[config.mk]
export PLATFORM = sky130hd
export DESIGN_NAME = oisc_ctrl
export DESIGN_NICKNAME = d
export VERILOG_FILES = /design/src/pkg/oisc_pkg.sv /design/src/design/oisc_debounce.sv /design/src/design/oisc_ctrl.sv
export SDC_FILE = /design/constraint.sdc
export NUM_CORES = 1
export LEC_CHECK = 0
export BUFFER_PORTS_ARGS = -buffer_cell sky130_fd_sc_hd__buf_2
export CORE_UTILIZATION = 40
export CTS_CLUSTER_DIAMETER = 200
export DETAILED_ROUTE_END_ITERATION = 8
export PLACE_DENSITY = 0.6
export SLEW_MARGIN = 20
export SYNTH_ARGS = -nofsm -noshare
export SYNTH_HDL_FRONTEND = slang
export SYNTH_SLANG_ARGS = --single-unit
[constraint.sdc]
create_clock -name ref_clk_in -period 2.4 [get_ports ref_clk_in]
set_input_delay 0.12 -clock ref_clk_in [delete_from_list [all_inputs] [get_ports ref_clk_in]]
set_output_delay 0.12 -clock ref_clk_in [all_outputs]
set_load 0.02 [all_outputs]
[src/pkg/oisc_pkg.sv]
// Operation
// - enable interlock acts only when setup switch nine is up.
// - interlock active and terminals open: output off, fault code, protection blink.
// - shorting terminals again recovers; auto restart resumes by itself.
// - safe start latches the interlock off until output-on press or clear.
// - power-good high with no fault, low while any fault present.
// - power-good low on ovp, ocp, otp, ac fail, interlock, shut-off, remote fail, output off. Code keeps it high while a safe start latch holds output off.
// - faulted unit lowers power-good and shows fault; downstream units show shut-off.
// - after chain fault clears each unit recovers per its own startup mode.
// - analog mode rejects knob and remote setpoint changes, readback still allowed.
// - switches one and two down: select ignored, indicator open, local control.
// - either switch up: select low chooses analog, indicator low; high chooses local.
// - switch three selects doubled analog programming range when up.
// - switches seven and eight select resistance programming for voltage and current.
// - switch four selects higher monitor output range when up.
// - analog setpoints accepted to a small margin above rated maximum.
// - safe start powers up with output off; auto restart restores saved settings.
package oisc_pkg;
	// ----------------------------------------
	// switch bank positions (bit set = up)
	// ----------------------------------------
	localparam int SW_REMOTE_V = 0;
	localparam int SW_REMOTE_I = 1;
	localparam int SW_PROG_RANGE = 2;
	localparam int SW_MON_RANGE = 3;
	localparam int SW_SO_POLARITY = 4;
	localparam int SW_RES_V = 6;
	localparam int SW_RES_I = 7;
	localparam int SW_INTERLOCK = 8;
	localparam logic [8:0] SW_RESET = 9'h000;
	// ----------------------------------------
	// timing
	// ----------------------------------------
	localparam int CLK_HZ = 40_000_000;
	localparam int DEBOUNCE_US = 5000;
	localparam int DEBOUNCE_CYC = (CLK_HZ / 1_000_000) * DEBOUNCE_US;
	localparam int BLINK_MS = 250;
	localparam int BLINK_CYC = (CLK_HZ / 1000) * BLINK_MS;
	// setpoint margin above rated maximum, percent
	localparam int MARGIN_PCT = 5;
	localparam logic [15:0] RATED_MAX = 16'hFFFF / 16'h0069 * 16'h0064;
	localparam logic [15:0] SETPOINT_LIMIT = 16'(32'(RATED_MAX) * (100 + MARGIN_PCT) / 100);
	// ----------------------------------------
	// types
	// ----------------------------------------
	typedef enum logic [1:0] {OISC_SHOW_MEAS, OISC_SHOW_INTERLOCK, OISC_SHOW_SHUTOFF, OISC_SHOW_FAULT} oisc_disp_t;
	typedef struct packed {
		logic ovp;
		logic ocp;
		logic otp;
		logic ac_fail;
		logic shut_off;
		logic remote_fail;
	} oisc_faults_t;
	typedef struct packed {
		logic prog_range_high;
		logic mon_range_high;
		logic res_prog_v;
		logic res_prog_i;
		logic so_polarity_up;
	} oisc_cfg_t;
endpackage

[src/design/oisc_debounce.sv]
`timescale 1ns/10ps
module oisc_debounce #(
	parameter int CYCLES = 200000,
	parameter logic INIT = 1'b1
) (
	// clock and reset
	input wire logic ref_clk_in,
	input wire logic reset_in,
	// raw and clean level
	input wire logic raw_in,
	output logic clean_out
);
	logic sync1_r, sync1_nxt, sync2_r, sync2_nxt, clean_r, clean_nxt;
	logic [31:0] cnt_r, cnt_nxt;

	always_comb begin
		sync1_nxt = raw_in;
		sync2_nxt = sync1_r;
		clean_nxt = clean_r;
		cnt_nxt = 32'h0000_0000;
		if (sync2_r != clean_r) begin
			if (cnt_r >= 32'(CYCLES - 1)) begin
				clean_nxt = sync2_r;
			end else begin
				cnt_nxt = cnt_r + 32'h0000_0001;
			end
		end
	end

	always_ff @(posedge ref_clk_in) begin
		if (reset_in) begin
			sync1_r <= INIT;
			sync2_r <= INIT;
			clean_r <= INIT;
			cnt_r <= 32'h0000_0000;
		end else begin
			sync1_r <= sync1_nxt;
			sync2_r <= sync2_nxt;
			clean_r <= clean_nxt;
			cnt_r <= cnt_nxt;
		end
	end

	assign clean_out = clean_r;
endmodule

[src/design/oisc_ctrl.sv]
`timescale 1ns/10ps
module oisc_ctrl #(
	parameter int DEBOUNCE_CYCLES = oisc_pkg::DEBOUNCE_CYC,
	parameter int BLINK_CYCLES = oisc_pkg::BLINK_CYC
) (
	// clock and reset
	input wire logic ref_clk_in,
	input wire logic reset_in,
	// setup switches and startup mode
	input wire logic [8:0] setup_switch_bank_in,
	input wire logic auto_restart_in,
	input wire logic saved_output_on_in,
	// rear connector
	input wire logic interlock_terminals_shorted_in,
	input wire logic analog_select_in,
	// front panel and remote
	input wire logic out_on_press_in,
	input wire logic prot_clear_in,
	input wire logic setpoint_write_in,
	input wire logic [15:0] setpoint_data_in,
	input wire logic analog_setpoint_valid_in,
	input wire logic [15:0] analog_setpoint_in,
	// fault sources
	input wire oisc_pkg::oisc_faults_t faults_in,
	// output control and status
	output logic output_enable_out,
	output logic power_good_out,
	output logic mode_ind_low_out,
	output logic mode_ind_oe_n_out,
	output logic analog_mode_out,
	output logic setpoint_reject_out,
	output logic [15:0] setpoint_out,
	output logic prot_blink_out,
	output logic interlock_fault_code_out,
	output oisc_pkg::oisc_disp_t display_out,
	output oisc_pkg::oisc_cfg_t cfg_out
);
	// ----------------------------------------
	// input conditioning
	// ----------------------------------------
	logic ilk_clean, sel_clean;

	oisc_debounce #(.CYCLES(DEBOUNCE_CYCLES), .INIT(1'b1)) u_ilk_db (
		.ref_clk_in(ref_clk_in),
		.reset_in(reset_in),
		.raw_in(interlock_terminals_shorted_in),
		.clean_out(ilk_clean)
	);

	oisc_debounce #(.CYCLES(DEBOUNCE_CYCLES), .INIT(1'b1)) u_sel_db (
		.ref_clk_in(ref_clk_in),
		.reset_in(reset_in),
		.raw_in(analog_select_in),
		.clean_out(sel_clean)
	);

	function automatic logic [15:0] clamp_sp(input logic [15:0] v);
		return (v > oisc_pkg::SETPOINT_LIMIT) ? oisc_pkg::SETPOINT_LIMIT : v;
	endfunction

	// ----------------------------------------
	// state
	// ----------------------------------------
	logic [8:0] sw_r, sw_nxt;
	logic sw_taken_r, sw_taken_nxt;
	logic out_on_r, out_on_nxt;
	logic ilk_latch_r, ilk_latch_nxt;
	logic flt_latch_r, flt_latch_nxt;
	logic enable_r, enable_nxt;
	logic pgood_r, pgood_nxt;
	logic analog_r, analog_nxt;
	logic ind_low_r, ind_low_nxt;
	logic ind_oe_n_r, ind_oe_n_nxt;
	logic reject_r, reject_nxt;
	logic [15:0] sp_r, sp_nxt;
	logic blink_r, blink_nxt;
	logic ilk_code_r, ilk_code_nxt;
	oisc_pkg::oisc_disp_t disp_r, disp_nxt;
	oisc_pkg::oisc_cfg_t cfg_r, cfg_nxt;
	logic [31:0] blink_cnt_r, blink_cnt_nxt;

	logic ilk_on, ilk_open, ilk_block, fault_now, fault_block, sel_enabled, prot_blink;
	logic clr_req;

	always_comb begin
		ilk_on = sw_r[oisc_pkg::SW_INTERLOCK];
		ilk_open = ilk_on && !ilk_clean;
		clr_req = out_on_press_in || prot_clear_in;
		fault_now = |faults_in;
		sel_enabled = sw_r[oisc_pkg::SW_REMOTE_V] || sw_r[oisc_pkg::SW_REMOTE_I];

		sw_nxt = sw_r;
		sw_taken_nxt = 1'b1;
		if (!sw_taken_r) begin
			sw_nxt = setup_switch_bank_in;
		end

		// safe start latches; auto restart follows the level
		ilk_latch_nxt = ilk_latch_r;
		if (ilk_open) begin
			ilk_latch_nxt = 1'b1;
		end else if (auto_restart_in || clr_req) begin
			ilk_latch_nxt = 1'b0;
		end
		flt_latch_nxt = flt_latch_r;
		if (fault_now) begin
			flt_latch_nxt = 1'b1;
		end else if (auto_restart_in || clr_req) begin
			flt_latch_nxt = 1'b0;
		end
		ilk_block = ilk_open || ilk_latch_r;
		fault_block = fault_now || flt_latch_r;

		out_on_nxt = out_on_r;
		if (!sw_taken_r) begin
			out_on_nxt = auto_restart_in ? saved_output_on_in : 1'b0;
		end else if (out_on_press_in && !ilk_block && !fault_block) begin
			out_on_nxt = !out_on_r;
		end else if (out_on_press_in && (ilk_latch_r || flt_latch_r) && !ilk_open && !fault_now) begin
			out_on_nxt = 1'b1;
		end

		enable_nxt = sw_taken_r && out_on_r && !ilk_block && !fault_block;
		// any present fault, open interlock or output switched off drops power-good; the safe start latches alone do not
		pgood_nxt = sw_taken_r && out_on_r && !ilk_open && !fault_now;

		prot_blink = ilk_block;
		blink_cnt_nxt = 32'h0000_0000;
		blink_nxt = 1'b0;
		if (prot_blink) begin
			blink_nxt = blink_r;
			blink_cnt_nxt = blink_cnt_r + 32'h0000_0001;
			if (blink_cnt_r >= 32'(BLINK_CYCLES - 1)) begin
				blink_cnt_nxt = 32'h0000_0000;
				blink_nxt = !blink_r;
			end
		end
		ilk_code_nxt = ilk_block;

		case (1'b1)
			ilk_block: disp_nxt = oisc_pkg::OISC_SHOW_INTERLOCK;
			fault_block && faults_in.shut_off: disp_nxt = oisc_pkg::OISC_SHOW_SHUTOFF;
			fault_block: disp_nxt = oisc_pkg::OISC_SHOW_FAULT;
			default: disp_nxt = oisc_pkg::OISC_SHOW_MEAS;
		endcase

		analog_nxt = sel_enabled && !sel_clean;
		ind_low_nxt = 1'b0;
		ind_oe_n_nxt = !analog_nxt;

		reject_nxt = analog_r && setpoint_write_in;
		sp_nxt = sp_r;
		if (analog_r) begin
			if (analog_setpoint_valid_in) begin
				sp_nxt = clamp_sp(analog_setpoint_in);
			end
		end else if (setpoint_write_in) begin
			sp_nxt = clamp_sp(setpoint_data_in);
		end

		cfg_nxt.prog_range_high = sw_r[oisc_pkg::SW_PROG_RANGE];
		cfg_nxt.mon_range_high = sw_r[oisc_pkg::SW_MON_RANGE];
		cfg_nxt.res_prog_v = sw_r[oisc_pkg::SW_RES_V];
		cfg_nxt.res_prog_i = sw_r[oisc_pkg::SW_RES_I];
		// daisy chain needs this low on every unit
		cfg_nxt.so_polarity_up = sw_r[oisc_pkg::SW_SO_POLARITY];
	end

	always_ff @(posedge ref_clk_in) begin
		if (reset_in) begin
			sw_r <= oisc_pkg::SW_RESET;
			sw_taken_r <= 1'b0;
			out_on_r <= 1'b0;
			ilk_latch_r <= 1'b0;
			flt_latch_r <= 1'b0;
			enable_r <= 1'b0;
			pgood_r <= 1'b0;
			analog_r <= 1'b0;
			ind_low_r <= 1'b0;
			ind_oe_n_r <= 1'b1;
			reject_r <= 1'b0;
			sp_r <= 16'h0000;
			blink_r <= 1'b0;
			ilk_code_r <= 1'b0;
			disp_r <= oisc_pkg::OISC_SHOW_MEAS;
			cfg_r <= '0;
			blink_cnt_r <= 32'h0000_0000;
		end else begin
			sw_r <= sw_nxt;
			sw_taken_r <= sw_taken_nxt;
			out_on_r <= out_on_nxt;
			ilk_latch_r <= ilk_latch_nxt;
			flt_latch_r <= flt_latch_nxt;
			enable_r <= enable_nxt;
			pgood_r <= pgood_nxt;
			analog_r <= analog_nxt;
			ind_low_r <= ind_low_nxt;
			ind_oe_n_r <= ind_oe_n_nxt;
			reject_r <= reject_nxt;
			sp_r <= sp_nxt;
			blink_r <= blink_nxt;
			ilk_code_r <= ilk_code_nxt;
			disp_r <= disp_nxt;
			cfg_r <= cfg_nxt;
			blink_cnt_r <= blink_cnt_nxt;
		end
	end

	// ----------------------------------------
	// outputs
	// ----------------------------------------
	assign output_enable_out = enable_r;
	assign power_good_out = pgood_r;
	assign mode_ind_low_out = ind_low_r;
	assign mode_ind_oe_n_out = ind_oe_n_r;
	assign analog_mode_out = analog_r;
	assign setpoint_reject_out = reject_r;
	assign setpoint_out = sp_r;
	assign prot_blink_out = blink_r;
	assign interlock_fault_code_out = ilk_code_r;
	assign display_out = disp_r;
	assign cfg_out = cfg_r;
endmodule

==> qor.txt, run 1 <==
Sequential share of the synthesized area = 0.5422
Worst min-delay path class = in -> reg
Worst EP required = 2.75 ns
DR WL/cell = 12.08 µm
Relative slew slack = 0.5721
Vias post-DR = 4,236
Post-synth top flop = dfxtp_1
Critical Path Source Type = flop
M1 GR Usage = 0.2109
GRT Resource Usage Total = 0.1690
Skew final = 0.006327 ns
NumNets Final = 766
Worst skew pair latency = 0.41 ns
Status = finished, final reports clean
Hpwl dp = 7694 µm
Max-cap check violation count = 0
Worst VDD drop = 510.3 µV
Synth area leaders = dfxtp_1 (54%), nor2_1 (7.8%), xor2_1 (5.1%), mux2i_1 (4.3%), xnor2_1 (3.8%)
Met3 GRT Util = 0.05716
Largest net degree at the start of global routing = 28
Die extent in y = 117.3 µm
CTS resizes = 0
Static leakage = 2.675 nW
Count leader, synth = dfxtp_1
Initial antenna violation count = 0
FFs w/ async S/R, synth = 0
Met2 Use GR = 0.2671
Slew @ Worst Pin = 0.6359 ns
Top cells by count, synth = dfxtp_1 (144), nor2_1 (110), nand2_1 (37)
Worst setup startpoint = analog_mode_out
Hold Crit Start = out_on_press_in
Crit path capture type = flop
Vias per cell = 4.760
Gr busiest metal = met2
Arrival time worst endpoint = 2.23 ns
Post-Syn Instances = 558
Grt ovf = 0
Area grow syn2layout = 28.76%
RSZ-0062 raised after global routing = false
Clock input transition at the sequential cells of the worst setup and hold paths = 0.06 ns
Avg Inst Size Synth = 9.528 µm²
First-pass GRT wire length = 17,720 µm
Core ar. = 12,770 µm²
CTS Root Cell = clkbuf_16
CTS buffer count = 17
Crit-path max cell delay = 0.59 ns
R2r startpoint = analog_mode_out
Power Density = 781.4 nW/µm²
TritonCTS clock tree = yes
Buffers & Inverters on Critical Path = 2
Antenna cells = 0
Vias in the first global route = 3,903
Total wire length = 10,750 µm
EDFF count, synth = 0
Final min period = 1.889 ns
Final Max Slew Viols = 0
Post-synth top area share = 0.5422
Worst-path cell chain = buf_4 > a21boi_0 > a221oi_1 > dlygate4sd3_1 > nor2_1
Die Wd = 117.3 µm
Setup tns final = 0 ns
Critical path's top delay family = buffers and inverters
Post-layout util = 0.5359
Detailed Routing Iterations Pass 1 = 4
Final ANT Viol Nets = 0
Syn. warnings = 0
Clock Sink Count = 144
Worst Path Class, Setup = reg -> reg
DIE AREA = 13,760 µm²
CP max-delay cell = dlygate4sd3_1
Synth unique cells = 41
Input/output buffers = 85
GPL Wtd Cong = 0.8840
CP Max Fanout = 18
DRC viols = 0
H-tree depth = 4
Final hold vios = 0
Initial core utilization = 0.4162
Num ports = 88
Endpoints failing setup = 0
Tcrit/Tclk final = 0.7871
Area leader, netlist = dfxtp_1
Share of cells above drive strength 1 = 0.1838
Post-synthesis cell area = 5316 µm²
Seq cells post-synth = 144
CTS max path bufs = 2
# rows = 41
Initial drt markers = 131
Max Fclk = 529.4 MHz
==> placed cells by master (no fill, tap or decap), drive strengths merged, types with 2 or more instances in the layout <==
cell	n
a211oi	14
a21oi	10
a221oi	3
a31oi	2
and2	3
and3	9
buf	89
bufinv	3
clkbuf	20
clkinv	6
clkinvlp	2
conb	37
dfxtp	144
dlygate4sd3	20
ha	3
inv	9
mux2	2
mux2i	23
nand2	37
nand3	28
nand4	22
nor2	110
nor2b	6
nor3	14
nor3b	3
nor4	21
o21ai	10
or2	4
or3	2
or4	2
xnor2	23
xor2	31
==> through the flow <==
| step | power (mW) | cell area, µm² | setup WS (ns) | std cells | hold WS, ns |
|---|---|---|---|---|---|
| 4_1_cts | 5.407 | 6845 | 0.4722 | 890 | 0.003714 |
| 2_1_floorplan | 2.655 | 5451 | 0.7333 | 594 | 0.2238 |
| 3_5_place_dp | 2.759 | 6050 | 0.4968 | 839 | 0.3194 |
| 3_3_place_gp | 2.752 | 6050 | 0.5707 | 839 | 0.3123 |
| 5_1_grt | 5.557 | 6845 | 0.2871 | 890 | 0.02402 |
| 6_report | 5.349 | 6845 | 0.5111 | 890 | 0.02707 |
==> state kept, by name (all words and copies together), names as in the netlist, 2 cells and up <==
name and flops:
blink_cnt_r 32, u_ilk_db.cnt_r 32, u_sel_db.cnt_r 32, setpoint_out 16, sw_r 8, cfg_out 5
display_out 2
==> timing repair <==
action                                 in CTS  in global routing
buffers inserted                            0                  0
hold buffers                               20                  0
endpoints found under the hold margin      17                  0
==> kinds of logic (layout without fill, tap and decap cells) <==
logic type	count (synthesis)	after routing	synth area share
AND/OR/NAND/NOR	263	263	0.2417
flip-flops	144	144	0.5422
XOR/XNOR	54	54	0.08896
AO/OA/AOI/OAI	43	43	0.05178
multiplexers	25	25	0.04754
buffers and inverters	25	149	0.02000
adder cells (fa/ha/maj)	3	3	0.007061
other	1	37	0.0007054
==> final timing paths <==
check / end / slack, ns / cells after the start
hold / removal: ilk_latch_r / 0.03 / 4
setup / recovery: setpoint_out[0] / 0.51 / 5
hold reg to reg: u_sel_db.sync2_r / 0.41 / 1
setup reg to reg: setpoint_out[0] / 0.51 / 5
==> tightest hold or removal path, cell delays in order <==
cell,delay (ns)
buf_2,0.09
nor3_1,0.06
nor2_1,0.08
nor2_1,0.04
==> routing by layer <==
layer  up-vias  part of all wire  routed length, µm
met2       110              0.45               4864
met4         0             0.015                163
met5         -                 0                  0
met3        17             0.055                587
met1      1928              0.48               5132
li1       2181                 -                  -
==> report_power, final <==
group	switching, mW	internal, mW
Sequential	0.0285	2.46
Combinational	0.128	0.111
Clock	0.942	1.67
Total	1.10	4.25
==> area by class of cell <==
cell class	instances	area (µm²)
Fill cell	1188	5928
Sequential cell	144	2883
Inverter	9	33.78
Clock inverter	11	138.9
Multi-Input combinational cell	425	2462
Timing Repair Buffer	109	655.6
Tap cell	172	215.2
Clock buffer	20	456.7
Power figures use the tool's default switching activity.
==> run 2: changes to the inputs <==
Settings changed: PLACE_DENSITY 0.6 to 0.62.
Clock period 2.4 ns to 1.6 ns, I/O delays scaled along.
==> qor.txt, run 2 (synthesis results as in run 1) <==
Clk pwr share = 0.491 (+0.002)
Fin area = 7656 µm² (+12%)
Min-Delay Path Depth = 3 (-1)
Clock input transition at the sequential cells of the worst setup and hold paths = 0.06 ns (about the same)
Hpwl dp = 8164 µm (+6.1%)
Core ar. = 12,770 µm² (unchanged)
Vias per cell = 4.752 (-0.17%)
Commonest non-fill, non-tap cell in the layout = dfxtp_1
Total wire length = 11,990 µm (+12%)
Hold Crit Start = setpoint_data_in[8]
Reg power frac = 0.462 (-0.004)
Clock Sink Count = 144 (unchanged)
Antenna cells = 0 (unchanged)
Initial drt markers = 165 (+26%)
Largest net degree at the start of global routing = 28 (unchanged)
Initial antenna violation count = 0 (unchanged)
Combined area of the multi-input logic cells = 2808 µm² (+14%)
Worst Path Class, Setup = reg -> reg
CP Max Fanout = 4 (-14)
GPL Wtd Cong = 0.8819 (-0.24%)
First-pass GRT wire length = 19,280 µm (+8.8%)
Dpl cells = 882 (+5.1%)
Share of cells above drive strength 1 = 0.3130 (+0.1291)
DIE AREA = 13,760 µm² (unchanged)
Net Sw Frac = 0.2071 (+0.001649)
CTS Root Cell = clkbuf_16
Slew @ Worst Pin = 0.6308 ns (-0.005094 ns)
Num ports = 88 (unchanged)
DR WL/cell = 12.73 µm (+5.4%)
Power Density = 1060 nW/µm² (+36%)
R2R cell count = 6 (+1)
Skew final = 0.007005 ns (+0.0006780 ns)
Tcrit/Tclk final = 1.015 (+0.2276)
R2r startpoint = u_ilk_db.cnt_r[1]
Max-cap check violation count = 0 (unchanged)
Place WS = -0.09728 ns (-0.5940 ns)
Area grow syn2layout = 44.01%
GRT Resource Usage Total = 0.1836 (+0.01451)
Grt ovf = 0 (unchanged)
Hold Path End = setpoint_out[8]
Logic pwr share = 0.046 (about the same)
H-tree depth = 4 (unchanged)
Critical Path Source Type = flop
Die Wd = 117.3 µm (unchanged)
Largest registers = blink_cnt_r x32, u_ilk_db.cnt_r x32, u_sel_db.cnt_r x32
Initial core utilization = 0.4162 (unchanged)
Crit path capture type = flop
Endpoints failing setup = 9 (+9)
DRC viols = 0 (unchanged)
Relative slew slack = 0.5750 (+0.002861)
Status = complete, but fails checks
TritonCTS clock tree = yes
Worst skew pair latency = 0.42 ns (about the same)
Static leakage = 2.976 nW (+11%)
Flop2flop setup slack = -0.02 ns (-0.53 ns)
Final hold vios = 0 (unchanged)
R2R Path End = u_ilk_db.cnt_r[16]
Input/output buffers = 85 (unchanged)
Non-Filler Instances = 942 (+5.8%)
Arrival time worst endpoint = 1.92 ns (-0.31 ns)
Final ANT Viol Nets = 0 (unchanged)
Violated checks = setup timing
Int Pwr = 6.435 mW (+51%)
CTS max path bufs = 2 (unchanged)
Final Max Slew Viols = 0 (unchanged)
Overall power = 8.116 mW (+52%)
Register area = 2894 µm² (+0.39%)
Filler Cell Count = 1,073 (-9.7%)
NumNets Final = 818 (+6.8%)
Worst VDD drop = 591.8 µV (+16%)
Worst min-delay path class = in -> reg
# rows = 41 (unchanged)
RSZ-0062 raised after global routing = true
Vias post-DR = 4,476 (+5.7%)
Max Fclk = 616.0 MHz (+16%)
Detailed Routing Iterations Pass 1 = 4 (unchanged)
Commonest cells after routing, fill and taps aside = dfxtp_1 (135), nor2_1 (88), buf_2 (85), buf_4 (47), conb_1 (37)
CTS buffer count = 17 (unchanged)
Vias in the first global route = 4,217 (+8.0%)
Die extent in y = 117.3 µm (unchanged)
Final min period = 1.623 ns (-0.2655 ns)
Worst Slack Setup Final = -0.02344 ns (-0.5345 ns)
Worst EP required = 1.90 ns (-0.85 ns)
Area after DPL = 6391 µm² (+5.6%)
Sw power = 1.681 mW (+53%)
## run 2: changes by cell type in the layout (fill, tap and decap cells not counted), sizes merged
cell	delta
clkinv	-2
clkbuf	+1
buf	+48
inv	+1
dlygate4sd3	+4
## run 2: critical path, cell delays in order, from the launching register on
cell     delay [ns]
dfxtp_2        0.33
ha_2           0.18
nand2_2        0.08
or4_4          0.50
buf_4          0.16
o21ai_0        0.19
a21oi_2        0.07
## run 2: final cells by class
cell class	count	share of cell area
Timing Repair Buffer	161	0.1438
Clock inverter	10	0.01749
Sequential cell	144	0.3780
Multi-Input combinational cell	425	0.3667
Inverter	9	0.004412
Clock buffer	21	0.06145
Tap cell	172	0.02811
## run 2: power by group through the flow
stage	Clock [mW]	Sequential (mW)	Combinational, mW
after floorplan	0	3.85	0.129
after global placement	0	3.81	0.320
after detailed placement	0	3.82	0.324
after CTS	4.06	3.74	0.370
after global routing	4.22	3.76	0.417
final	3.99	3.75	0.376
## run 2: stage by stage
step | setup TNS, ns | hold slack, ns | utilization
final | -0.07081 | 0.01690 | 0.5994
after global routing | -3.032 | 0.03277 | 0.5994
after CTS | 0 | 0.002993 | 0.5715
after detailed placement | -2.022 | 0.2721 | 0.5003
after global placement | -0.01005 | 0.2697 | 0.5003
after floorplan | 0 | 0.1838 | -
## run 2: worst max-delay path by stage
| stage | from | to |
|---|---|---|
| finish | u_ilk_db.cnt_r[1] | u_ilk_db.cnt_r[16] |
| detailed placement | u_sel_db.cnt_r[30] | u_sel_db.clean_out |
| global route | u_ilk_db.cnt_r[30] | u_ilk_db.cnt_r[11] |
| CTS | blink_cnt_r[1] | blink_cnt_r[13] |
| global placement | blink_cnt_r[0] | blink_cnt_r[14] |
| floorplan | u_ilk_db.cnt_r[1] | u_ilk_db.cnt_r[16] |
## run 2: timing repair
| action | 4_1_cts | 5_1_grt |
|---|---|---|
| endpoints found under the setup margin | 57 | 58 |
| endpoints found under the hold margin | 20 | 0 |
| hold buffers | 24 | 0 |
| buffers inserted | 1 | 2 |
| gates cloned | 0 | 2 |
| gates resized for setup | 11 | 84 |
| pin swaps | 4 | 42 |
## run 2: per-layer routing
metal	vias up	wire, µm	track usage
met1	2062	5279	0.2202
met2	116	5841	0.3067
met4	0	165	0.07089
met3	15	704	0.05767
li1	2283	-	-
met5	-	0	0
==> run 3: changes to the inputs <==
Settings changed: PLACE_DENSITY 0.62 to 0.64, SYNTH_HIERARCHICAL set to 1.
==> qor.txt, run 3 <==
Worst-path cell chain = nor4_4 > a21oi_2 > or4_4 > buf_12 > a211oi_2
Final Max Slew Viols = 0 (unchanged)
Detailed Routing Iterations Pass 1 = 5 (+1)
Violated checks = setup timing
Initial drt markers = 287 (+74%)
TritonCTS clock tree = yes
H-tree depth = 4 (unchanged)
Clock input transition at the sequential cells of the worst setup and hold paths = 0.06 ns (about the same)
Int Pwr = 6.055 mW (-5.9%)
Max-cap check violation count = 0 (unchanged)
Count leader, synth = dfxtp_1
Synth unique cells = 56 (+37%)
Setup tns final = -4.090 ns (-4.019 ns)
Initial core utilization = 0.4145 (-0.001696)
Reg power frac = 0.473 (+0.011)
Antenna cells = 0 (unchanged)
Worst Slack Setup Final = -0.2033 ns (-0.1799 ns)
CTS max path bufs = 2 (unchanged)
# rows = 43 (+4.9%)
Core ar. = 14,040 µm² (+9.9%)
Power Density = 954.8 nW/µm² (-9.9%)
Post-synthesis cell area = 5821 µm² (+9.5%)
Register area = 2914 µm² (+0.69%)
CP Max Fanout = 18 (+14)
Net Sw Frac = 0.2326 (+0.02550)
Hpwl dp = 9082 µm (+11%)
GPL Wtd Cong = 0.7728 (-12%)
Final ANT Viol Nets = 0 (unchanged)
Vias in the first global route = 4,815 (+14%)
Top cells by count, synth = dfxtp_1 (144), nor2_1 (56), xnor2_1 (38)
CTS Root Cell = clkbuf_16
DR WL/cell = 13.53 µm (+6.3%)
DIE AREA = 15,040 µm² (+9.3%)
CP max-delay cell = or4_4
Sequential share of the synthesized area = 0.4953 (-0.04697)
Share of cells above drive strength 1 = 0.4055 (+0.09249)
Buffers & Inverters on Critical Path = 1 (unchanged)
Fin area = 8264 µm² (+7.9%)
Seq cells post-synth = 144 (unchanged)
Area leader, netlist = dfxtp_1
Post-synth top flop = dfxtp_1
Grt ovf = 0 (unchanged)
Worst Path Class, Setup = reg -> reg
Worst EP required = 1.93 ns (+0.03 ns)
EDFF count, synth = 0 (unchanged)
Post-Syn Instances = 577 (+3.4%)
Die Wd = 122.6 µm (+4.6%)
Logic pwr share = 0.047 (about the same)
Place WS = -0.2456 ns (-0.1483 ns)
Arrival time worst endpoint = 2.13 ns (+0.21 ns)
CTS buffer count = 17 (unchanged)
Input/output buffers = 85 (unchanged)
Sw power = 1.836 mW (+9.2%)
Final min period = 1.803 ns (+0.1799 ns)
FFs w/ async S/R, synth = 0 (unchanged)
Die extent in y = 122.6 µm (+4.6%)
GRT Resource Usage Total = 0.1781 (-0.005422)
Crit path capture type = flop
Status = complete, but fails checks
Clock Sink Count = 144 (unchanged)
Static leakage = 3.123 nW (+4.9%)
NumNets Final = 851 (+4.0%)
Vias per cell = 5.012 (+5.5%)
Commonest cells after routing, fill and taps aside = dfxtp_1 (119), buf_2 (85), buf_4 (69), nor2_1 (48)
Tcrit/Tclk final = 1.127 (+0.1124)
Endpoints failing setup = 37 (+28)
Critical Path Source Type = flop
Post-synth top area share = 0.4953 (-0.04697)
Worst min-delay path class = in -> reg
Area grow syn2layout = 41.98%
Max Fclk = 554.5 MHz (-10%)
Commonest non-fill, non-tap cell in the layout = dfxtp_1
First-pass GRT wire length = 20,980 µm (+8.8%)
Initial antenna violation count = 0 (unchanged)
Combined area of the multi-input logic cells = 3171 µm² (+13%)
Syn. warnings = 6 (+6)
Worst VDD drop = 669.9 µV (+13%)
Clk pwr share = 0.479 (-0.012)
Critical path's top delay family = simple AND/OR/NAND/NOR gates
Total wire length = 13,320 µm (+11%)
Largest registers = blink_cnt_r x32, u_ilk_db/cnt_r x32, u_sel_db/cnt_r x32
Vias post-DR = 4,932 (+10%)
Worst skew pair latency = 0.41 ns (about the same)
RSZ-0062 raised after global routing = true
Crit-path max cell delay = 0.56 ns (+0.06 ns)
Area after DPL = 7051 µm² (+10%)
Filler Cell Count = 1,154 (+7.5%)
Skew final = 0.005063 ns (-0.001942 ns)
DRC viols = 0 (unchanged)
Final hold vios = 0 (unchanged)
Avg Inst Size Synth = 10.09 µm² (+5.9%)
Num ports = 88 (unchanged)
Synth area leaders = dfxtp_1 (50%), xnor2_1 (5.7%), nor2_1 (3.6%), nor3_2 (3.4%), nor4_1 (2.6%)
Largest net degree at the start of global routing = 33 (+18%)
-- run 3: changes by cell type in the layout (fill, tap and decap cells not counted), moves of 14 or more --
cell / previous run / this run
dfxtp_1: 135 / 119
buf_4: 47 / 69
nor2_1: 88 / 48
xor2_1: 28 / 7
dfxtp_2: 9 / 25
xnor2_1: 23 / 37
nor3_2: 1 / 27
-- run 3: metal layers --
metal / share of wire / vias up / global-route usage
met2: 0.51 / 119 / 0.3104
met3: 0.043 / 21 / 0.04600
met1: 0.43 / 2334 / 0.2056
met4: 0.018 / 0 / 0.07470
met5: 0 / - / 0
li1: - / 2458 / -
-- run 3: layout make-up --
type,count,share of cell area
clock buffer,17,0.05148
sequential,144,0.3526
tap,180,0.02725
timing repair buffer,184,0.1587
multi-input combinational,426,0.3836
inverter,18,0.008176
clock inverter,15,0.01817
-- run 3: kinds of logic (layout without fill, tap and decap cells) --
| group | count (synthesis) | count (layout) | share of synthesized area |
|---|---|---|---|
| simple gates | 260 | 260 | 0.2784 |
| flops | 144 | 144 | 0.4953 |
| compound gates | 66 | 66 | 0.08685 |
| xor+xnor | 46 | 46 | 0.06922 |
| buf+inv | 41 | 234 | 0.03783 |
| mux | 14 | 14 | 0.02407 |
| fa+ha+maj | 3 | 3 | 0.006450 |
| other cells | 3 | 37 | 0.001935 |
-- run 3: repair_timing --
item,in CTS,in global routing
hold buffers,24,0
pin swaps,6,39
gates cloned,1,0
endpoints found under the hold margin,19,0
setup endpoints to repair,60,68
gates resized for setup,22,47
buffers inserted,4,5
-- run 3: tightest hold or removal path, cell delays in order --
cell	delay, ns
buf_2	0.09
o221ai_1	0.10
a21oi_1	0.13
-- run 3: path summary, 6_finish.rpt --
check,cells after the start,slack (ns),endpoint,start
worst max-delay path,5,-0.20,u_ilk_db/cnt_r[16],u_ilk_db/cnt_r[12]
worst min-delay path,3,0.02,setpoint_out[11],setpoint_data_in[11]
worst max register to register,5,-0.20,u_ilk_db/cnt_r[16],u_ilk_db/cnt_r[12]
worst min register to register,1,0.42,u_ilk_db/sync2_r,u_ilk_db/sync1_r
-- run 3: power by group through the flow --
stage          clock, mW  sequential, mW  combinational (mW)
2_1_floorplan          0            3.85               0.127
3_3_place_gp           0            3.81               0.319
3_5_place_dp           0            3.81               0.325
4_1_cts             3.88            3.73               0.369
5_1_grt             4.03            3.74               0.412
6_report            3.78            3.73               0.374
-- run 3: metrics by stage --
| stage | hold slack [ns] | std cells | util | power [mW] |
|---|---|---|---|---|
| 2_1_floorplan | 0.1838 | 611 | - | 3.973 |
| 3_3_place_gp | 0.2769 | 918 | 0.5021 | 4.125 |
| 3_5_place_dp | 0.2753 | 918 | 0.5021 | 4.136 |
| 4_1_cts | 0.003606 | 979 | 0.5711 | 7.985 |
| 5_1_grt | 0.02397 | 984 | 0.5885 | 8.182 |
| 6_report | 0.02183 | 984 | 0.5885 | 7.891 |
